==> src/rtl/selfprog_params.svh <==
`ifndef SELFPROG_PARAMS_SVH
`define SELFPROG_PARAMS_SVH
// Clock and flash write duration
`define SP_CLK_MHZ        100
`define SP_WRITE_MIN_US   3700
`define SP_WRITE_MAX_US   4500
`define SP_WRITE_MIN_CYC  (`SP_WRITE_MIN_US * `SP_CLK_MHZ)
`define SP_WRITE_MAX_CYC  (`SP_WRITE_MAX_US * `SP_CLK_MHZ)
// Store must follow a control write within this many cycles
`define SP_SPM_WINDOW     3'h4
// Control register bit positions
`define SP_BIT_EN         0
`define SP_BIT_ERASE      1
`define SP_BIT_WRITE      2
`define SP_BIT_LOCK       3
`define SP_BIT_REEN       4
`define SP_BIT_BUSY       6
// Control patterns issued by the CPU end
`define SP_CTRL_FILL      8'h01
`define SP_CTRL_ERASE     8'h03
`define SP_CTRL_WRITE     8'h05
`define SP_CTRL_LOCK      8'h09
`define SP_CTRL_REEN      8'h11
`define SP_CTRL_NONE      8'h00
// Flash geometry and region boundaries
`define SP_PAGE_WORDS     32
`define SP_HALT_START     12'hC00
`define SP_HALT_PAGE      7'h60
`define SP_BOOT_START_11  12'hF80
`define SP_BOOT_START_10  12'hF00
`define SP_BOOT_START_01  12'hE00
`define SP_BOOT_START_00  12'hC00
`define SP_BOOT_PAGES_MAX 6'h20
`define SP_ERASED         16'hFFFF
`define SP_LOCK_RST       8'hFF
`define SP_LOCK_HI        5
`define SP_LOCK_LO        2
// CPU end register offsets
`define SP_A_CMD          5'h00
`define SP_A_ZPTR         5'h04
`define SP_A_DATA         5'h08
`define SP_A_STAT         5'h0C
`define SP_A_ISTAT        5'h10
`define SP_A_IMASK        5'h14
`define SP_RESP_OKAY      2'h0
`define SP_RESP_SLVERR    2'h2
`define SP_ZPTR_STEP      16'h0002
`endif

==> src/rtl/selfprog_pkg.sv <==
package selfprog_pkg;
  typedef enum logic [2:0] {
    CMD_NONE  = 3'b000,
    CMD_ERASE = 3'b001,
    CMD_WRITE = 3'b010,
    CMD_FILL  = 3'b011,
    CMD_LOCK  = 3'b100,
    CMD_REEN  = 3'b101,
    CMD_READ  = 3'b110
  } cmd_t;
  typedef enum logic [2:0] {
    S_IDLE = 3'b000,
    S_WAIT = 3'b001,
    S_CTRL = 3'b010,
    S_EXEC = 3'b011,
    S_DONE = 3'b100
  } seq_state_t;
endpackage

==> src/rtl/selfprog_if.sv <==
`timescale 1ns/1ps
interface selfprog_if (
  input wire logic mclk
);
  logic        ctrl_wr;
  logic [7:0]  ctrl_wdata;
  logic [7:0]  ctrl_rdata;
  logic        spm_exec;
  logic        lpm_exec;
  logic [15:0] zptr;
  logic [15:0] spm_data;
  logic [7:0]  lpm_data;
  logic        lpm_valid;
  logic        eeprom_busy;
  logic [11:0] fetch_addr;
  logic        fetch_halt;
  modport dev (
    input  ctrl_wr, ctrl_wdata, spm_exec, lpm_exec, zptr, spm_data, fetch_addr,
    output ctrl_rdata, lpm_data, lpm_valid, eeprom_busy, fetch_halt
  );
  modport cpu (
    output ctrl_wr, ctrl_wdata, spm_exec, lpm_exec, zptr, spm_data, fetch_addr,
    input  ctrl_rdata, lpm_data, lpm_valid, eeprom_busy, fetch_halt
  );
endinterface

==> src/rtl/selfprog_cpu.sv <==
`timescale 1ns/1ps
`include "selfprog_params.svh"
module selfprog_cpu (
  input  wire logic        mclk,
  input  wire logic        rstn,
  selfprog_if.cpu          bus,
  input  wire logic [4:0]  s_axi_awaddr,
  input  wire logic        s_axi_awvalid,
  output logic             s_axi_awready,
  input  wire logic [31:0] s_axi_wdata,
  input  wire logic [3:0]  s_axi_wstrb,
  input  wire logic        s_axi_wvalid,
  output logic             s_axi_wready,
  output logic [1:0]       s_axi_bresp,
  output logic             s_axi_bvalid,
  input  wire logic        s_axi_bready,
  input  wire logic [4:0]  s_axi_araddr,
  input  wire logic        s_axi_arvalid,
  output logic             s_axi_arready,
  output logic [31:0]      s_axi_rdata,
  output logic [1:0]       s_axi_rresp,
  output logic             s_axi_rvalid,
  input  wire logic        s_axi_rready,
  input  wire logic [11:0] pc_fetch,
  output logic             cpu_halt,
  output logic             irq
);
  selfprog_pkg::seq_state_t state;
  selfprog_pkg::cmd_t       cur;
  logic [15:0] zptr;
  logic [15:0] sdata;
  logic [7:0]  lpm_byte;
  logic [1:0]  istat;
  logic [1:0]  imask;
  logic        busy_seen;
  logic [31:0] wmask;

  // Byte lane mask from write strobes
  genvar i;
  generate
    for (i = 0; i < 4; i++) begin : g_lane
      assign wmask[8*i+7:8*i] = {8{s_axi_wstrb[i]}};
    end
  endgenerate

  // Bus handshakes; one write and one read outstanding
  wire        wr_go  = s_axi_awvalid && s_axi_wvalid && !s_axi_bvalid;
  wire        rd_go  = s_axi_arvalid && !s_axi_rvalid;
  wire [31:0] wval   = s_axi_wdata & wmask;
  wire        wr_cmd = wr_go && (s_axi_awaddr == `SP_A_CMD);
  wire        wr_z   = wr_go && (s_axi_awaddr == `SP_A_ZPTR);
  wire        wr_d   = wr_go && (s_axi_awaddr == `SP_A_DATA);
  wire        wr_ist = wr_go && (s_axi_awaddr == `SP_A_ISTAT);
  wire        wr_msk = wr_go && (s_axi_awaddr == `SP_A_IMASK);
  wire        wr_ok  = wr_cmd || wr_z || wr_d || wr_ist || wr_msk ||
                       (s_axi_awaddr == `SP_A_STAT);
  assign s_axi_awready = wr_go;
  assign s_axi_wready  = wr_go;
  assign s_axi_arready = rd_go;
  assign cpu_halt      = bus.fetch_halt;
  assign bus.fetch_addr = pc_fetch;
  assign irq           = |(istat & imask);

  // Sequencer conditions
  wire dev_en     = bus.ctrl_rdata[`SP_BIT_EN];
  wire live_busy  = bus.ctrl_rdata[`SP_BIT_BUSY];
  wire [2:0] code = s_axi_wdata[2:0];
  wire code_ok    = (code != 3'b000) && (code != 3'b111);
  wire page_op    = (cur == selfprog_pkg::CMD_ERASE) || (cur == selfprog_pkg::CMD_WRITE);
  wire is_read    = (cur == selfprog_pkg::CMD_READ);
  wire done_now   = (state == selfprog_pkg::S_DONE) &&
                    (is_read ? bus.lpm_valid : !dev_en);
  wire ready_evt  = busy_seen && !live_busy;
  wire [7:0] ctrl_val = (cur == selfprog_pkg::CMD_ERASE) ? `SP_CTRL_ERASE :
                        (cur == selfprog_pkg::CMD_WRITE) ? `SP_CTRL_WRITE :
                        (cur == selfprog_pkg::CMD_FILL)  ? `SP_CTRL_FILL  :
                        (cur == selfprog_pkg::CMD_LOCK)  ? `SP_CTRL_LOCK  :
                        (cur == selfprog_pkg::CMD_REEN)  ? `SP_CTRL_REEN  :
                                                           `SP_CTRL_NONE;
  // Word index forced to zero for page write, byte bit zero for stores
  wire [15:0] z_issue = (cur == selfprog_pkg::CMD_WRITE) ? {zptr[15:6], 6'h00} :
                        is_read ? zptr : {zptr[15:1], 1'b0};

  // Read data decode
  wire [31:0] next_rdata =
    (s_axi_araddr == `SP_A_ZPTR)  ? {16'h0000, zptr} :
    (s_axi_araddr == `SP_A_DATA)  ? {16'h0000, sdata} :
    (s_axi_araddr == `SP_A_STAT)  ? {16'h0000, lpm_byte, 4'h0, bus.eeprom_busy,
                                     live_busy, dev_en, state != selfprog_pkg::S_IDLE} :
    (s_axi_araddr == `SP_A_ISTAT) ? {30'h0, istat} :
    (s_axi_araddr == `SP_A_IMASK) ? {30'h0, imask} : 32'h0000_0000;
  wire rd_ok = (s_axi_araddr <= `SP_A_IMASK) && (s_axi_araddr[1:0] == 2'b00);

  // Write response and read data channels
  always_ff @(posedge mclk or negedge rstn) begin
    if (!rstn) begin
      s_axi_bvalid <= 1'b0;
      s_axi_bresp  <= `SP_RESP_OKAY;
      s_axi_rvalid <= 1'b0;
      s_axi_rresp  <= `SP_RESP_OKAY;
      s_axi_rdata  <= 32'h0000_0000;
    end else begin
      if (wr_go) begin
        s_axi_bvalid <= 1'b1;
        s_axi_bresp  <= wr_ok ? `SP_RESP_OKAY : `SP_RESP_SLVERR;
      end else if (s_axi_bready) begin
        s_axi_bvalid <= 1'b0;
      end
      if (rd_go) begin
        s_axi_rvalid <= 1'b1;
        s_axi_rresp  <= rd_ok ? `SP_RESP_OKAY : `SP_RESP_SLVERR;
        s_axi_rdata  <= next_rdata;
      end else if (s_axi_rready) begin
        s_axi_rvalid <= 1'b0;
      end
    end
  end

  // Software registers; events win over a same-cycle clear
  always_ff @(posedge mclk or negedge rstn) begin
    if (!rstn) begin
      sdata     <= 16'h0000;
      imask     <= 2'b00;
      istat     <= 2'b00;
      busy_seen <= 1'b0;
      lpm_byte  <= 8'h00;
    end else begin
      if (wr_d) sdata <= (sdata & ~wmask[15:0]) | wval[15:0];
      if (wr_msk) imask <= (imask & ~wmask[1:0]) | wval[1:0];
      istat     <= (istat & ~(wr_ist ? wval[1:0] : 2'b00)) | {ready_evt, done_now};
      busy_seen <= live_busy;
      if (done_now && is_read) lpm_byte <= bus.lpm_data;
    end
  end

  // Command sequencer
  always_ff @(posedge mclk or negedge rstn) begin
    if (!rstn) begin
      state          <= selfprog_pkg::S_IDLE;
      cur            <= selfprog_pkg::CMD_NONE;
      zptr           <= 16'h0000;
      bus.ctrl_wr    <= 1'b0;
      bus.ctrl_wdata <= 8'h00;
      bus.spm_exec   <= 1'b0;
      bus.lpm_exec   <= 1'b0;
      bus.zptr       <= 16'h0000;
      bus.spm_data   <= 16'h0000;
    end else begin
      bus.ctrl_wr  <= 1'b0;
      bus.spm_exec <= 1'b0;
      bus.lpm_exec <= 1'b0;
      if (wr_z && state == selfprog_pkg::S_IDLE) begin
        zptr <= (zptr & ~wmask[15:0]) | wval[15:0];
      end
      unique case (state)
        selfprog_pkg::S_IDLE: begin
          if (wr_cmd && code_ok) begin
            cur   <= selfprog_pkg::cmd_t'(code);
            state <= selfprog_pkg::S_WAIT;
          end
        end
        selfprog_pkg::S_WAIT: begin
          if (!dev_en && !bus.eeprom_busy) begin
            state <= selfprog_pkg::S_CTRL;
          end
        end
        selfprog_pkg::S_CTRL: begin
          bus.ctrl_wr    <= !is_read;
          bus.ctrl_wdata <= ctrl_val;
          bus.zptr       <= z_issue;
          bus.spm_data   <= sdata;
          state          <= selfprog_pkg::S_EXEC;
        end
        selfprog_pkg::S_EXEC: begin
          bus.spm_exec <= !is_read;
          bus.lpm_exec <= is_read;
          state        <= selfprog_pkg::S_DONE;
        end
        selfprog_pkg::S_DONE: begin
          if (done_now && page_op) begin
            cur   <= selfprog_pkg::CMD_REEN;
            state <= selfprog_pkg::S_WAIT;
          end else if (done_now) begin
            if (cur == selfprog_pkg::CMD_FILL) zptr <= zptr + `SP_ZPTR_STEP;
            state <= selfprog_pkg::S_IDLE;
          end
        end
        default: state <= selfprog_pkg::S_IDLE;
      endcase
    end
  end
endmodule

==> src/flat_wrapper.sv <==
// flat-port wrapper written by rule: the top's interface ports become plain ports
module selfprog_cpu_flat 
  (mclk, rstn, s_axi_awaddr, s_axi_awvalid, s_axi_awready, s_axi_wdata, s_axi_wstrb, s_axi_wvalid, s_axi_wready, s_axi_bresp, s_axi_bvalid, s_axi_bready, s_axi_araddr, s_axi_arvalid, s_axi_arready, s_axi_rdata, s_axi_rresp, s_axi_rvalid, s_axi_rready, pc_fetch, cpu_halt, irq, bus_ctrl_wr, bus_ctrl_wdata, bus_spm_exec, bus_lpm_exec, bus_zptr, bus_spm_data, bus_fetch_addr, bus_ctrl_rdata, bus_lpm_data, bus_lpm_valid, bus_eeprom_busy, bus_fetch_halt);
  selfprog_if bus_i (.mclk(mclk));
  input  wire logic mclk;
  input  wire logic rstn;
  input  wire logic [4:0] s_axi_awaddr;
  input  wire logic s_axi_awvalid;
  output logic s_axi_awready;
  input  wire logic [31:0] s_axi_wdata;
  input  wire logic [3:0] s_axi_wstrb;
  input  wire logic s_axi_wvalid;
  output logic s_axi_wready;
  output logic [1:0] s_axi_bresp;
  output logic s_axi_bvalid;
  input  wire logic s_axi_bready;
  input  wire logic [4:0] s_axi_araddr;
  input  wire logic s_axi_arvalid;
  output logic s_axi_arready;
  output logic [31:0] s_axi_rdata;
  output logic [1:0] s_axi_rresp;
  output logic s_axi_rvalid;
  input  wire logic s_axi_rready;
  input  wire logic [11:0] pc_fetch;
  output logic cpu_halt;
  output logic irq;
  output wire logic [$bits(bus_i.ctrl_wr)-1:0] bus_ctrl_wr;
  output wire logic [$bits(bus_i.ctrl_wdata)-1:0] bus_ctrl_wdata;
  output wire logic [$bits(bus_i.spm_exec)-1:0] bus_spm_exec;
  output wire logic [$bits(bus_i.lpm_exec)-1:0] bus_lpm_exec;
  output wire logic [$bits(bus_i.zptr)-1:0] bus_zptr;
  output wire logic [$bits(bus_i.spm_data)-1:0] bus_spm_data;
  output wire logic [$bits(bus_i.fetch_addr)-1:0] bus_fetch_addr;
  input wire logic [$bits(bus_i.ctrl_rdata)-1:0] bus_ctrl_rdata;
  input wire logic [$bits(bus_i.lpm_data)-1:0] bus_lpm_data;
  input wire logic [$bits(bus_i.lpm_valid)-1:0] bus_lpm_valid;
  input wire logic [$bits(bus_i.eeprom_busy)-1:0] bus_eeprom_busy;
  input wire logic [$bits(bus_i.fetch_halt)-1:0] bus_fetch_halt;
  assign bus_ctrl_wr = bus_i.ctrl_wr;
  assign bus_ctrl_wdata = bus_i.ctrl_wdata;
  assign bus_spm_exec = bus_i.spm_exec;
  assign bus_lpm_exec = bus_i.lpm_exec;
  assign bus_zptr = bus_i.zptr;
  assign bus_spm_data = bus_i.spm_data;
  assign bus_fetch_addr = bus_i.fetch_addr;
  assign bus_i.ctrl_rdata = bus_ctrl_rdata;
  assign bus_i.lpm_data = bus_lpm_data;
  assign bus_i.lpm_valid = bus_lpm_valid;
  assign bus_i.eeprom_busy = bus_eeprom_busy;
  assign bus_i.fetch_halt = bus_fetch_halt;
  selfprog_cpu u_core (.mclk(mclk), .rstn(rstn), .bus(bus_i), .s_axi_awaddr(s_axi_awaddr), .s_axi_awvalid(s_axi_awvalid), .s_axi_awready(s_axi_awready), .s_axi_wdata(s_axi_wdata), .s_axi_wstrb(s_axi_wstrb), .s_axi_wvalid(s_axi_wvalid), .s_axi_wready(s_axi_wready), .s_axi_bresp(s_axi_bresp), .s_axi_bvalid(s_axi_bvalid), .s_axi_bready(s_axi_bready), .s_axi_araddr(s_axi_araddr), .s_axi_arvalid(s_axi_arvalid), .s_axi_arready(s_axi_arready), .s_axi_rdata(s_axi_rdata), .s_axi_rresp(s_axi_rresp), .s_axi_rvalid(s_axi_rvalid), .s_axi_rready(s_axi_rready), .pc_fetch(pc_fetch), .cpu_halt(cpu_halt), .irq(irq));
endmodule
==> config.mk <==
export PLATFORM = sky130hd
export DESIGN_NAME = selfprog_cpu_flat
export DESIGN_NICKNAME = d
export VERILOG_FILES = /design/src/rtl/selfprog_pkg.sv /design/src/rtl/selfprog_if.sv /design/src/rtl/selfprog_cpu.sv /design/src/flat_wrapper.sv
export VERILOG_INCLUDE_DIRS = /design/src /design/src/rtl
export SDC_FILE = /design/constraint.sdc
export NUM_CORES = 1
export LEC_CHECK = 0
export ABC_CLOCK_PERIOD_IN_PS = 5300
export CORE_MARGIN = 2
export CORE_UTILIZATION = 45
export DETAILED_ROUTE_END_ITERATION = 8
export DONT_BUFFER_PORTS = 1
export PLACE_DENSITY_LB_ADDON = 0.3
export SYNTH_ARGS = -nofsm -noshare
export SYNTH_HDL_FRONTEND = slang
export SYNTH_SLANG_ARGS = --single-unit
==> constraint.sdc <==
create_clock -name mclk -period 5.3 [get_ports mclk]
set_input_delay 1.06 -clock mclk [delete_from_list [all_inputs] [get_ports mclk]]
set_output_delay 1.06 -clock mclk [all_outputs]
set_load 0.01 [all_outputs]
=== Word level (Yosys, flattened, before mapping) ===
Cells that the tools add are included.

* Reduce and logical (&&, ||, !) cells: 40
* Bitwise operators: 13
* Eq/ne operators: 25
* Muxes and demuxes: 36
* Order comparisons: 1
* Add/sub/neg operators: 1

{| class="wikitable"
|+ Operators with widths
! cell !! count
|-
| $mux 32 || 4
|-
| $mux 16 || 5
|-
| $and 16x16->16 || 3
|-
| $mux 8 || 4
|-
| $or 16x16->16 || 2
|-
| $eq 5x4->1 const B || 4
|-
| $eq 5x5->1 const B || 4
|-
| $mux 3 || 6
|-
| $logic_and 1x1->1 || 17
|-
| $add 16x2->16 const B || 1
|-
| $not 16->16 || 1
|-
| $pmux 3 s5 || 1
|-
| $eq 3x2->1 const B || 4
|-
| $eq 3x3->1 const B || 4
|-
| $eq 5x3->1 const B || 2
|-
| $mux 1 || 9
|-
| $mux 2 || 4
|-
| $and 2x2->2 || 3
|-
| $eq 3x1->1 const B || 2
|-
| $logic_not 1->1 || 6
|-
| $logic_or 1x1->1 || 6
|-
| $mux 6 || 1
|-
| $pmux 3 s2 || 1
|-
| $reduce_and 3->1 || 2
|-
| 14 further kinds || 20
|}

* Output and inout port bits: 98
* Input port bits: 84
* Word-level logic and storage cells: 135
* Bits in registers: 132

=== Depth between registers and ports, before layout ===
* Depth in word-level cells: 9
* Gate-level depth with buffers: 8
* Depth with buffers taken out: 6

=== Worst setup path before layout ===
No wires, ideal clock.

* Path kind: in2out
* From: input port s_axi_wvalid
* To: output port s_axi_wready
* Required time: 4.240 ns
* Stages on the path: 3
* Data arrival time: 1.605 ns
* Buffers on the path: 2
* Setup slack: 2.635 ns
* Cell sequence: and3b_1 > clkbuf_1 > buf_4

* Longest elaborated chain between the ends: 2

{| class="wikitable"
|+ Ends and longest elaborated chain
! what !! line !! RTL
|-
| start, declared || flat_wrapper.sv:12 || <nowiki>input wire logic s_axi_wvalid;</nowiki>
|-
| $logic_and 1x1->1 (2 in a row) || selfprog_cpu.sv:47 || <nowiki>wire wr_go = s_axi_awvalid && s_axi_wvalid && !s_axi_bvalid;</nowiki>
|-
| end, declared || flat_wrapper.sv:13 || <nowiki>output logic s_axi_wready;</nowiki>
|}

No other way between the ends.

=== Worst setup path after layout ===
* From: input port s_axi_arvalid
* To: output port s_axi_arready

* Longest elaborated chain between the ends: 1

{| class="wikitable"
|+ Ends and longest elaborated chain
! what !! line !! RTL
|-
| start, declared || flat_wrapper.sv:18 || <nowiki>input wire logic s_axi_arvalid;</nowiki>
|-
| $logic_and 1x1->1 || selfprog_cpu.sv:48 || <nowiki>wire rd_go = s_axi_arvalid && !s_axi_rvalid;</nowiki>
|-
| end, declared || flat_wrapper.sv:19 || <nowiki>output logic s_axi_arready;</nowiki>
|}

No other way between the ends.

==> impl_metrics.csv <==
group,metric,value,unit
pwr,p_total,2.33,mW
setup_path,worstSetupEndpointType,"output port",
clocking,cts_buffers,9,
routing,ant_nets,0,
timing,finalCritPeriodShare,53.9,%
grt,grt_overflow,0,
grt,grt_max_degree,112,
timing,setup_violations,0,
routing,routed_via_density,5.60,
logic_synthesis,yosysWarnings,0,
placement,preCtsSetupSlack,2.44,ns
logic_synthesis,syn_inst,529,
grt,antenna_found_initial,0,
grt,first_global_vias,3705,
grt,grt_usage,20.2,%
timing,finalHoldViolations,0,
finish,fin_cells,650,
logic_synthesis,synth_top_area_cell,"dfrtp_1",
floorplanning,ioPinCount,182,
floorplanning,rows,39,
timing,fin_crit,2.86,ns
logic_synthesis,yosys.area_share.simple,17.4,%
finish,final_util,48.0,%
finish,drive_above_1_share,12.6,%
finish,final_common_cell,"nand2_1",
clocking,max-clock-path-buffers,2,
setup_path,critPathArrivalTime,1.80,ns
clocking,path_clk_slew,0.08,ns
pwr,p_leak,2.61,nW
logic_synthesis,synth_compound_area_share,11.6,%
floorplanning,initial_core_util,46.2,%
logic_synthesis,ys_ff_latch,111,
timing,fin_hold_ws,0.395,ns
clocking,hold_buffers,0,
status,status,"finished clean",
clocking,insertion_delay,0.36,ns
logic_synthesis,synth_top_area_share,52.7,%
timing,fmax,350,MHz
placement,place_hpwl,8830,um
clocking,clock-sinks,111,
clocking,cts-htree-levels,3,
setup_path,path_cells,"nand2_1 > inv_1",
routing,first_pass_iters,5,
routing,wl,12400,um
run,cap_violations,0,
finish,final_cell_mix,"nand2_1, dfrtp_1, mux2_2",
logic_synthesis,ys_types,53,
pwr,p_per_area,425,nW/um^2
routing,vias,3642,
timing,setup_tns,0,ns
placement,gp_congestion,0.813,
setup_path,cpPeakStageDelay,0.55,ns
finish,fill_cells,1107,
finish,postLayoutCellArea,5480,um^2
setup_path,crit_slowest_cell,"nand2_1",
min_path,hp-class,"input port to asynchronous set/reset pin",
setup_path,crit_required,4.24,ns
logic_synthesis,synth.avg_cell_area,9.97,um^2
setup_path,cp_top_family,"simple AND/OR/NAND/NOR gates",
floorplanning,core-area,11400,um^2
floorplanning,die_w,112,um
clocking,cts_tree,"built",
routing,drt-initial-drc-count,298,
setup_path,path_buf_inv,1,
logic_synthesis,synth_fa_ha_area_share,0.237,%
placement,dpl-instance-area,5160,um^2
timing,slew_violations,0,
routing,post_drt_wl_per_cell,19.1,um
setup_path,startpoint_type,"input port",
finish,fin_nets,587,
floorplanning,dieArea,12600,um^2
logic_synthesis,synthXorXnorAreaFrac,0.498,%
logic_synthesis,synthMuxAreaShare,9.25,%
logic_synthesis,synthTopCellsByArea,"dfrtp_1, nand2_1, mux2_2, buf_4, o21ai_0",
logic_synthesis,ys_seq_area_share,52.7,%
setup_path,crit_fanout,25,
timing,rsz0062_at_grt,"no",
logic_synthesis,synth_edf_count,0,
logic_synthesis,netlist_area,5270,um^2
setup_path,path_class,"input port to output port",
logic_synthesis,async_flop_share,100,%
grt,grt_first_pass_wirelength,20000,um
clocking,cts_setup_buffers,0,
timing,tightest_slew,0.912,ns
finish,syn2layout_area_growth,3.82,%
timing,fin_skew,0.0138,ns
timing,worst_slack,2.44,ns
routing,drc,0,
placement,port_buffers,0,
finish,antenna_cells,0,
logic_synthesis,synth_flop_cell,"dfrtp_1",
logic_synthesis,synth_top_family_by_area,"simple AND/OR/NAND/NOR gates",
pwr,vdd_ir_drop_max,0.000214,V
floorplanning,die_y,112,um
clocking,cts_root_buf,"clkbuf_16",
timing,timing.max_slew.rel_slack,39.0,%
clocking,cts_resized,0,
placement,dp.cells,634,
-- synthesized netlist by cell type (9+ instances only) --
library cell  count
nand2_1         120
dfrtp_1         111
mux2_2           38
buf_4            36
o21ai_0          35
nor2_1           29
clkbuf_1         18
a21oi_1          15
a22oi_1          15
inv_1            12
nand3_1           9
-- kinds of logic (layout without fill, tap and decap cells) --
logic type	Yosys count	in the layout
xor gates and xnor gates	3	3
AOI/OAI and AO/OA	94	94
and+or+nand+nor	201	201
DFF	111	111
adders and majority gates	1	1
buffers and inverters	74	32
other	1	21
muxes	44	44
-- worst paths after layout --
check                           slack (ns)              from  depth (start not counted)                  to
max in group asynchronous             4.71              rstn                          0     u_core.zptr[10]
worst max register to register        2.90   u_core.state[0]                          5  u_core.bus.zptr[4]
worst min-delay path                  0.40              rstn                          0  u_core.bus.ctrl_wr
min in group mclk                     0.48  u_core.busy_seen                          1     u_core.istat[1]
worst min register to register        0.48  u_core.busy_seen                          1     u_core.istat[1]
worst max-delay path                  2.44     s_axi_arvalid                          2       s_axi_arready
-- final cells by class --
type	count	area (um^2)	share of cell area, %
Sequential cell	111	2780	50.7
Timing Repair Buffer	4	30.0	0.548
Multi-Input combinational cell	364	2130	39.0
Tap cell	143	179	3.27
Clock inverter	3	40.0	0.731
Inverter	12	45.0	0.823
Clock buffer	13	270	4.94
-- routing by layer --
layer | global-route usage (%) | part of all wire [%] | up-vias
li1 | - | - | 1721
met1 | 25.3 | 40 | 1798
met3 | 7.72 | 8.7 | 15
met5 | 0 | 0 | -
met2 | 32.9 | 50 | 108
met4 | 6.02 | 1.3 | 0
-- power breakdown --
group	switching, mW	internal, mW	total [mW]	leakage, nW
clock network	0.299	0.404	0.703	0.156
registers	0.243	1.03	1.27	1.49
logic	0.207	0.145	0.352	0.971
Power figures use the tool's default switching activity.
